`config.mk`:
```
export PLATFORM = sky130hd
export DESIGN_NAME = ies_sequencer
export DESIGN_NICKNAME = d
export VERILOG_FILES = /design/src/rtl/ies_pkg.sv /design/src/rtl/ies_arbiter.sv /design/src/rtl/ies_sequencer.sv
export SDC_FILE = /design/constraint.sdc
export NUM_CORES = 1
export LEC_CHECK = 0
export BUFFER_PORTS_ARGS = -buffer_cell sky130_fd_sc_hd__clkbuf_2
export CORE_MARGIN = 3
export CORE_UTILIZATION = 54
export CTS_CLUSTER_DIAMETER = 100
export DETAILED_ROUTE_END_ITERATION = 10
export PLACE_DENSITY_LB_ADDON = 0.15
export SLEW_MARGIN = 20
export SYNTH_ARGS = -nofsm -noshare
export SYNTH_HDL_FRONTEND = slang
export SYNTH_SLANG_ARGS = --single-unit
```
`constraint.sdc`:
```
create_clock -name clock -period 24.5 [get_ports clock]
set_input_delay 2.45 -clock clock [delete_from_list [all_inputs] [get_ports clock]]
set_output_delay 2.45 -clock clock [all_outputs]
set_load 0.01 [all_outputs]
```
`src/rtl/ies_pkg.sv`:
```
package ies_pkg;

   // ------------------------------------------------------------
   // Register map (byte addresses)
   // ------------------------------------------------------------
   localparam int AW = 12;
   localparam logic [11:0] OFS_FLAG = 12'h000;
   localparam logic [11:0] OFS_ISP = 12'h004;
   localparam logic [11:0] OFS_USP = 12'h008;
   localparam logic [11:0] OFS_VBASE = 12'h00c;
   localparam logic [11:0] OFS_STAT = 12'h010;
   localparam logic [11:0] OFS_MASK = 12'h014;
   localparam logic [11:0] OFS_STATE = 12'h018;
   localparam logic [11:0] OFS_SRC = 12'h040;

   // ------------------------------------------------------------
   // Flag word and source control layout
   // ------------------------------------------------------------
   localparam int FW = 16;
   localparam int FLG_D = 1;
   localparam int FLG_I = 6;
   localparam int FLG_U = 7;
   localparam int IPL_LSB = 12;
   localparam int LVL_W = 3;
   localparam int CTL_REQ = 3;
   localparam logic [15:0] FLG_RST = 16'h0000;
   localparam logic [15:0] SP_RST = 16'h0000;
   localparam logic [15:0] SP_STEP = 16'h0002;

   // ------------------------------------------------------------
   // Interrupt number space
   // ------------------------------------------------------------
   localparam int NUM_W = 6;
   localparam logic [5:0] PERIPH_LO = 6'h0b;
   localparam logic [5:0] PERIPH_HI = 6'h1f;
   localparam logic [5:0] U_KEEP_LO = 6'h20;

   // ------------------------------------------------------------
   // Event status bits
   // ------------------------------------------------------------
   localparam int EV_ENTRY = 0;
   localparam int EV_RET = 1;
   localparam int EV_W = 2;

   typedef enum logic [2:0] {
      ST_IDLE = 3'h0,
      ST_SAVE = 3'h1,
      ST_PSHF = 3'h3,
      ST_PSHP = 3'h2,
      ST_VECT = 3'h6,
      ST_POPP = 3'h4,
      ST_POPF = 3'h5
   } ies_state_e;

endpackage

```
`src/rtl/ies_arbiter.sv`:
```
`timescale 1ns/1ps
module ies_arbiter
   import ies_pkg::*;
#(
   parameter int N = 21
) (
   // Per-source level and pending flag
   input wire logic [N-1:0][LVL_W-1:0] lvl,
   input wire logic [N-1:0] req,
   // Winner
   output logic valid,
   output logic [$clog2(N)-1:0] idx,
   output logic [LVL_W-1:0] best
);

   localparam int IW = $clog2(N);

   if (N < 2) begin : g_chk
      $error("ies_arbiter needs at least two sources");
   end

   logic [LVL_W-1:0] bl [N+1];
   logic [IW-1:0] bi [N+1];

   assign bl[0] = '0;
   assign bi[0] = '0;

   // Strict compare: a later source only wins with a higher level,
   // so on a tie the lower index keeps it
   for (genvar k = 0; k < N; k++) begin : g_chain
      wire win = req[k] & (lvl[k] > bl[k]);
      assign bl[k+1] = win ? lvl[k] : bl[k];
      assign bi[k+1] = win ? IW'(k) : bi[k];
   end

   assign best = bl[N];
   assign idx = bi[N];
   assign valid = |bl[N];

endmodule

```
`src/rtl/ies_sequencer.sv`:
```
// The APB slave port and the address map are this design's own decisions.
`timescale 1ns/1ps
module ies_sequencer
   import ies_pkg::*;
#(
   parameter int NUM_SRC = 21
) (
   // Clock and reset
   input wire logic clock,
   input wire logic nrst,
   // APB slave
   input wire logic psel,
   input wire logic penable,
   input wire logic pwrite,
   input wire logic [AW-1:0] paddr,
   input wire logic [31:0] pwdata,
   output logic [31:0] prdata,
   output logic pready,
   output logic pslverr,
   // Peripheral request set strobes
   input wire logic [NUM_SRC-1:0] src_set,
   // CPU core side
   input wire logic cpu_boundary,
   input wire logic sw_req,
   input wire logic [NUM_W-1:0] sw_num,
   input wire logic ret_req,
   input wire logic [FW-1:0] cpu_pc,
   output logic busy,
   output logic entry_done,
   output logic ret_done,
   output logic [FW-1:0] pc_load,
   // Stack and vector memory
   output logic mem_req,
   output logic mem_we,
   output logic [FW-1:0] mem_addr,
   output logic [FW-1:0] mem_wdata,
   input wire logic [FW-1:0] mem_rdata,
   input wire logic mem_ack,
   // Interrupt to host
   output logic irq
);

   localparam int SIW = $clog2(NUM_SRC);
   localparam int MAX_SRC = int'(PERIPH_HI) - int'(PERIPH_LO) + 1;

   if (NUM_SRC < 2 || NUM_SRC > MAX_SRC) begin : g_chk
      $error("NUM_SRC must fit the peripheral number range");
   end

   // Layout comes from the package; a field pushed outside its
   // word would silently vanish from the saved frame
   if (FLG_U >= FW || FLG_I >= FW || FLG_D >= FW ||
       IPL_LSB + LVL_W > FW) begin : g_flg_chk
      $error("flag fields must lie inside the flag word");
   end
   if (CTL_REQ < LVL_W || CTL_REQ > 31) begin : g_ctl_chk
      $error("request bit must sit above the level field");
   end

   // ------------------------------------------------------------
   // State
   // ------------------------------------------------------------
   ies_state_e st_q, st_d;
   logic [FW-1:0] flg_q, flg_d;
   logic [FW-1:0] isp_q, isp_d;
   logic [FW-1:0] usp_q, usp_d;
   logic [FW-1:0] vbase_q;
   logic [FW-1:0] tmp_q;
   logic [FW-1:0] pc_q;
   logic [FW-1:0] pc_load_q;
   logic [NUM_W-1:0] num_q;
   logic hw_q;
   logic [SIW-1:0] src_q;
   logic [LVL_W-1:0] lvl_acc_q;
   logic entry_q;
   logic ret_q;
   logic [EV_W-1:0] stat_q;
   logic [EV_W-1:0] mask_q;
   logic [31:0] prdata_q;
   logic [NUM_SRC-1:0][LVL_W-1:0] lvl_q;
   logic [NUM_SRC-1:0] req_q;

   // ------------------------------------------------------------
   // APB decode
   // ------------------------------------------------------------
   wire wr_en = psel & penable & pwrite;
   wire [AW-1:0] src_off = paddr - OFS_SRC;
   wire [AW-3:0] src_word = src_off[AW-1:2];
   wire [SIW-1:0] sidx = src_word[SIW-1:0];
   wire in_src = (paddr >= OFS_SRC) && (paddr[1:0] == 2'h0) &&
                 (src_word < (AW-2)'(NUM_SRC));
   wire hit_flag = paddr == OFS_FLAG;
   wire hit_isp = paddr == OFS_ISP;
   wire hit_usp = paddr == OFS_USP;
   wire hit_vbase = paddr == OFS_VBASE;
   wire hit_stat = paddr == OFS_STAT;
   wire hit_mask = paddr == OFS_MASK;
   wire hit_state = paddr == OFS_STATE;
   wire hit = hit_flag | hit_isp | hit_usp | hit_vbase | hit_stat |
              hit_mask | hit_state | in_src;
   wire setup_ph = psel & ~penable;
   wire wr_flag = wr_en & hit_flag;
   wire wr_isp = wr_en & hit_isp;
   wire wr_usp = wr_en & hit_usp;
   wire wr_vbase = wr_en & hit_vbase;
   wire wr_stat = wr_en & hit_stat;
   wire wr_mask = wr_en & hit_mask;
   wire wr_src = wr_en & in_src;

   wire [31:0] rd_mux =
      hit_flag ? {16'h0000, flg_q} :
      hit_isp ? {16'h0000, isp_q} :
      hit_usp ? {16'h0000, usp_q} :
      hit_vbase ? {16'h0000, vbase_q} :
      hit_stat ? {30'h0, stat_q} :
      hit_mask ? {30'h0, mask_q} :
      hit_state ? {28'h0, busy, st_q} :
      in_src ? {28'h0, req_q[sidx], lvl_q[sidx]} : 32'h0;

   // Read data is caught in the setup cycle, so the access cycle
   // always completes at once and prdata comes from a flip-flop
   assign pready = 1'b1;
   assign pslverr = psel & penable & ~hit;
   assign prdata = prdata_q;

   // ------------------------------------------------------------
   // Priority resolution
   // ------------------------------------------------------------
   logic arb_valid;
   logic [SIW-1:0] arb_idx;
   logic [LVL_W-1:0] arb_lvl;

   ies_arbiter #(
      .N(NUM_SRC)
   ) u_arb (
      .lvl(lvl_q),
      .req(req_q),
      .valid(arb_valid),
      .idx(arb_idx),
      .best(arb_lvl)
   );

   // ------------------------------------------------------------
   // State decode
   // ------------------------------------------------------------
   wire in_save = st_q == ST_SAVE;
   wire in_pshf = st_q == ST_PSHF;
   wire in_pshp = st_q == ST_PSHP;
   wire in_vect = st_q == ST_VECT;
   wire in_popp = st_q == ST_POPP;
   wire in_popf = st_q == ST_POPF;

   // ------------------------------------------------------------
   // Acceptance
   // ------------------------------------------------------------
   wire cur_u = flg_q[FLG_U];
   wire [FW-1:0] cur_sp = cur_u ? usp_q : isp_q;
   wire [FW-1:0] sp_dec = cur_sp - SP_STEP;
   wire [FW-1:0] sp_inc = cur_sp + SP_STEP;
   wire [LVL_W-1:0] current_priority_level = flg_q[IPL_LSB +: LVL_W];
   wire idle = st_q == ST_IDLE;
   // Requests at or below the current level just stay pending
   wire hw_ok = arb_valid & flg_q[FLG_I] & (arb_lvl > current_priority_level);
   wire start_ret = idle & ret_req;
   wire start_sw = idle & ~ret_req & sw_req;
   wire start_hw = idle & ~ret_req & ~sw_req & cpu_boundary & hw_ok;
   wire start = start_sw | start_hw;
   wire ack = mem_req & mem_ack;
   wire ev_entry = ack & in_vect;
   wire ev_ret = ack & in_popf;
   wire clr_req = ack & in_pshp & hw_q;
   wire sp_mv = ack & ~in_vect;
   wire pc_take = ack & (in_vect | in_popp);
   wire [FW-1:0] sp_new = mem_we ? sp_dec : sp_inc;
   wire [NUM_W-1:0] hw_num = PERIPH_LO + NUM_W'(arb_idx);

   always_comb begin
      st_d = st_q;
      case (st_q)
         ST_IDLE: begin
            if (start_ret) begin
               st_d = ST_POPP;
            end else if (start) begin
               st_d = ST_SAVE;
            end
         end
         ST_SAVE: st_d = ST_PSHF;
         ST_PSHF: if (ack) st_d = ST_PSHP;
         ST_PSHP: if (ack) st_d = ST_VECT;
         ST_VECT: if (ack) st_d = ST_IDLE;
         ST_POPP: if (ack) st_d = ST_POPF;
         ST_POPF: if (ack) st_d = ST_IDLE;
         default: st_d = ST_IDLE;
      endcase
   end

   // Sequencer wins over a software write in the same cycle
   always_comb begin
      flg_d = flg_q;
      if (in_save) begin
         flg_d[FLG_I] = 1'b0;
         flg_d[FLG_D] = 1'b0;
         if (num_q < U_KEEP_LO) begin
            flg_d[FLG_U] = 1'b0;
         end
      end else if (clr_req) begin
         flg_d[IPL_LSB +: LVL_W] = lvl_acc_q;
      end else if (ev_ret) begin
         flg_d = mem_rdata;
      end else if (wr_flag) begin
         flg_d = pwdata[FW-1:0];
      end
   end

   assign isp_d = (sp_mv && !cur_u) ? sp_new :
                  wr_isp ? pwdata[FW-1:0] : isp_q;
   assign usp_d = (sp_mv && cur_u) ? sp_new :
                  wr_usp ? pwdata[FW-1:0] : usp_q;

   // ------------------------------------------------------------
   // Memory port
   // ------------------------------------------------------------
   assign mem_req = in_pshf | in_pshp | in_vect | in_popp | in_popf;
   assign mem_we = in_pshf | in_pshp;
   // Pushes go below the pointer of the flags as modified
   assign mem_addr = in_vect ?
                     vbase_q + {9'h000, num_q, 1'b0} :
                     mem_we ? sp_dec : cur_sp;
   assign mem_wdata = in_pshf ? tmp_q : pc_q;

   assign busy = ~idle;
   assign entry_done = entry_q;
   assign ret_done = ret_q;
   assign pc_load = pc_load_q;
   assign irq = |(stat_q & mask_q);
   wire [EV_W-1:0] stat_clr = wr_stat ? pwdata[EV_W-1:0] : {EV_W{1'b0}};
   wire [EV_W-1:0] stat_set = {ev_ret, ev_entry};

   // ------------------------------------------------------------
   // Registers
   // ------------------------------------------------------------
   always_ff @(posedge clock or negedge nrst) begin
      if (!nrst) begin
         st_q <= ST_IDLE;
         flg_q <= FLG_RST;
         isp_q <= SP_RST;
         usp_q <= SP_RST;
      end else begin
         st_q <= st_d;
         flg_q <= flg_d;
         isp_q <= isp_d;
         usp_q <= usp_d;
      end
   end

   always_ff @(posedge clock or negedge nrst) begin
      if (!nrst) begin
         tmp_q <= FLG_RST;
         pc_q <= '0;
         num_q <= '0;
         hw_q <= 1'b0;
         src_q <= '0;
         lvl_acc_q <= '0;
      end else if (start) begin
         tmp_q <= flg_q;
         pc_q <= cpu_pc;
         num_q <= start_sw ? sw_num : hw_num;
         hw_q <= start_hw;
         src_q <= arb_idx;
         lvl_acc_q <= arb_lvl;
      end
   end

   always_ff @(posedge clock or negedge nrst) begin
      if (!nrst) begin
         pc_load_q <= '0;
         entry_q <= 1'b0;
         ret_q <= 1'b0;
      end else begin
         if (pc_take) begin
            pc_load_q <= mem_rdata;
         end
         entry_q <= ev_entry;
         ret_q <= ev_ret;
      end
   end

   // Event set wins over a write-one-to-clear in the same cycle
   always_ff @(posedge clock or negedge nrst) begin
      if (!nrst) begin
         stat_q <= '0;
         mask_q <= '0;
         vbase_q <= '0;
         prdata_q <= '0;
      end else begin
         stat_q <= (stat_q & ~stat_clr) | stat_set;
         if (wr_mask) mask_q <= pwdata[EV_W-1:0];
         if (wr_vbase) vbase_q <= pwdata[FW-1:0];
         if (setup_ph) prdata_q <= rd_mux;
      end
   end

   // ------------------------------------------------------------
   // Source control registers
   // ------------------------------------------------------------
   for (genvar k = 0; k < NUM_SRC; k++) begin : g_src
      wire sel = wr_src & (sidx == SIW'(k));
      wire clr = clr_req & (src_q == SIW'(k));
      always_ff @(posedge clock or negedge nrst) begin
         if (!nrst) begin
            lvl_q[k] <= '0;
            req_q[k] <= 1'b0;
         end else begin
            if (sel) lvl_q[k] <= pwdata[LVL_W-1:0];
            if (src_set[k]) begin
               req_q[k] <= 1'b1;
            end else if (sel) begin
               req_q[k] <= pwdata[CTL_REQ];
            end else if (clr) begin
               req_q[k] <= 1'b0;
            end
         end
      end
   end

endmodule

```
==> results_dict.tcl <==
set metrics [dict create \
    async_flop_share 1.00 \
    numCtsBuffers 28 \
    cp_slowest_stage_delay_ps 420 \
    drive_above_1_share 0.393 \
    status "complete, but fails checks" \
    place_ws_ps -2610 \
    wl_per_cell_um 21.6 \
    n_antenna_cell 0 \
    start_util 0.550 \
    hpwl_um 34800 \
    setup_violations 48 \
    power_leakage_nw 9.42 \
    ys.flop_type "dfrtp_1" \
    slew_violations 0 \
    hold_buffers 0 \
    core_mm2 0.0289 \
    io_buffers 166 \
    avgViaCountPerCell 6.06 \
    place_congestion 0.929 \
    final_cell_mix "dfrtp_1 (236), nand2_1 (192), buf_4 (186)" \
    wl_um 50800 \
    hold_depth 2 \
    crit_required_ps 24930 \
    finalInstanceArea_mm2 0.0203 \
    antenna_found_initial 1 \
    die_area_mm2 0.0315 \
    vdd_ir_drop_max_mv 0.0564 \
    rows 62 \
    worstHoldPathType "flip-flop to flip-flop" \
    htree_levels 1 \
    relSlewSlack 0.252 \
    synth_cell_types 90 \
    die_h_um 177 \
    die_w_um 177 \
    reg2reg_slack_ps -2030 \
    area_delta_synth_final_pct 28.0 \
    path_clk_slew_ps 60 \
    avgSynthCellArea_um2 9.79 \
    min_delay_worst_endpoint "prdata[13]$_DFFE_PN0P_" \
    synth.cell_area_mm2 0.0159 \
    root_buffer "clkbuf_16" \
    period_share 1.08 \
    period_needed_ps 26530 \
    grt_pass1_wl_um 78000 \
    fill_cells 2184 \
    dr_total_vias 14284 \
    netlist_instances 1622 \
    cap_violations 0 \
    worstPathArrival_ps 26960 \
    crit_top_cell "ha_4" \
    place_area_mm2 0.0180 \
    rsz0062_at_grt "yes" \
    violations "setup timing" \
    hold_viol_final 0 \
    multi_input_area_mm2 0.0102 \
    regArea_mm2 0.00591 \
    worst_slew_pin_slew_ps 1120 \
    clkSinkCount 236 \
    slowest_stage "dfrtp_1" \
    hold_path.startpoint "prdata[13]$_DFFE_PN0P_" \
    grt_max_degree 102 \
    clk_latency_ps 560 \
    drtPass1Iterations 6 \
    finalWorstSetupSlack_ps -2030 \
    clk_path_buf_depth 3 \
    ys_ff_latch 236 \
    drt-initial-drc-count 1342 \
    gr-usage-all-layers 0.316 \
    skew_ps 17.6 \
    fin_nets 2105 \
    synth.yosys.seq_area_share 0.372 \
    boundaryPins 200 \
    grt_pass1_vias 13923 \
    layout_commonest_cell "dfrtp_1" \
    max_freq_ghz 0.0377 \
    critPathLaunchType "flip-flop" \
    crit_path_end_kind "flip-flop" \
    synth_edf_count 0 \
    drc 0 \
    reg2reg_from "req_q[0]$_DFFE_PN0P_" \
    grt_overflow 0 \
    r2r-end "pc_q[9]$_DFFE_PN0P_" \
    worstSetupPathType "flip-flop to flip-flop" \
    ys_warn_count 0 \
    ant_nets 0 \
    crit_fanout 8 \
    cts_tree "done" \
    rr_worst_depth 151 \
    p_per_area_mw_per_mm2 80.1 \
]
## Yosys cell counts (all sizes together) (14+ instances only)
library cell	count	share of area
nand2	204	0.048
and3	15	0.0059
mux2i	53	0.033
and2	23	0.0091
or2	15	0.0061
nor3	20	0.0063
nand2b	25	0.0098
maj3	17	0.011
mux4	40	0.057
dfrtp	236	0.37
o21ai	130	0.041
nor2	115	0.028
ha	38	0.030
xnor2	32	0.018
o211ai	19	0.011
a211oi	14	0.0087
mux2	162	0.12
o21a	14	0.0066
a21oi	65	0.020
clkbuf	52	0.012
buf	31	0.014
inv	69	0.016
nand3	37	0.012
## cell type report
class / instances / share of cell area
Multi-Input combinational cell: 1249 / 0.500
Sequential cell: 236 / 0.291
Clock inverter: 8 / 0.00480
Inverter: 69 / 0.0129
Tap cell: 384 / 0.0236
Clock buffer: 41 / 0.0414
Timing Repair Buffer: 370 / 0.127
## per-layer routing
layer	part of all wire	vias to the layer above	global-route usage
met5	0	-	0
met1	0.43	7049	0.462
li1	-	6534	-
met2	0.46	585	0.491
met3	0.078	116	0.0462
met4	0.028	0	0.0903
## power by group
group          switching, mW  internal (mW)  leakage [nW]
Sequential            0.0808          0.479          2.94
Clock                  0.169          0.257         0.454
Combinational          0.338          0.306          6.02
## state kept, by name, summed over array words and instances, names as in the netlist, 2 cells and up
signal,cells
lvl_q,63
req_q,21
flg_q,16
isp_q,16
pc_load,16
pc_q,16
prdata,16
tmp_q,16
usp_q,16
vbase_q,16
num_q,6
src_q,5
lvl_acc_q,3
st_q,3
mask_q,2
stat_q,2
## worst max path at each step
stage | slack (ps) | startpoint | cells after the start | end
floorplan | -980 | req_q[0]$_DFFE_PN0P_ | 147 | tmp_q[10]$_DFFE_PN0P_
global placement | -2060 | req_q[0]$_DFFE_PN0P_ | 147 | pc_q[2]$_DFFE_PN0P_
detailed placement | -2610 | req_q[0]$_DFFE_PN0P_ | 147 | pc_q[12]$_DFFE_PN0P_
CTS | -1810 | req_q[0]$_DFFE_PN0P_ | 149 | pc_q[3]$_DFFE_PN0P_
global route | -3110 | req_q[0]$_DFFE_PN0P_ | 151 | lvl_acc_q[1]$_DFFE_PN0P_
finish | -2030 | req_q[0]$_DFFE_PN0P_ | 151 | pc_q[9]$_DFFE_PN0P_
## worst max-delay path, delay by kind of cell, from the launching register on
family / cells / cell delay (ps)
AO/OA/AOI/OAI: 57 / 9750
adder cells (fa/ha/maj): 29 / 7380
buffers and inverters: 9 / 1020
flip-flops: 1 / 420
multiplexers: 7 / 1950
AND/OR/NAND/NOR: 49 / 5800
## per-stage QoR
stage / utilization / hold WS [ps] / TNS, ps / std cells / total power, mW
5_1_grt: 0.704 / 514 / -146310 / 2357 / 1.72
3_5_place_dp: 0.625 / 473 / -120930 / 2227 / 1.15
2_1_floorplan: - / 449 / -43520 / 1637 / 0.945
4_1_cts: 0.688 / 487 / -83890 / 2335 / 1.61
6_report: 0.704 / 483 / -94420 / 2357 / 1.63
3_3_place_gp: 0.625 / 465 / -94730 / 2227 / 1.13
## what timing repair did
action / 4_1_cts / 5_1_grt
gates resized for setup: 60 / 57
setup buffers: 55 / 23
pin swaps: 92 / 75
gates cloned: 5 / 1
setup endpoints to repair: 48 / 48
## cells by family (layout without fill, tap and decap cells)
kind of cell               count (synthesis)  after routing  synth area share
and+or+nand+nor                          504            504             0.147
adders and majority gates                 56             56            0.0422
AOI/OAI and AO/OA                        374            374             0.159
muxes                                    255            255             0.214
DFF                                      236            236             0.372
buffers and inverters                    152            488            0.0425
other                                      2             17          0.000473
xor gates and xnor gates                  43             43            0.0237
Power figures use the tool's default switching activity.
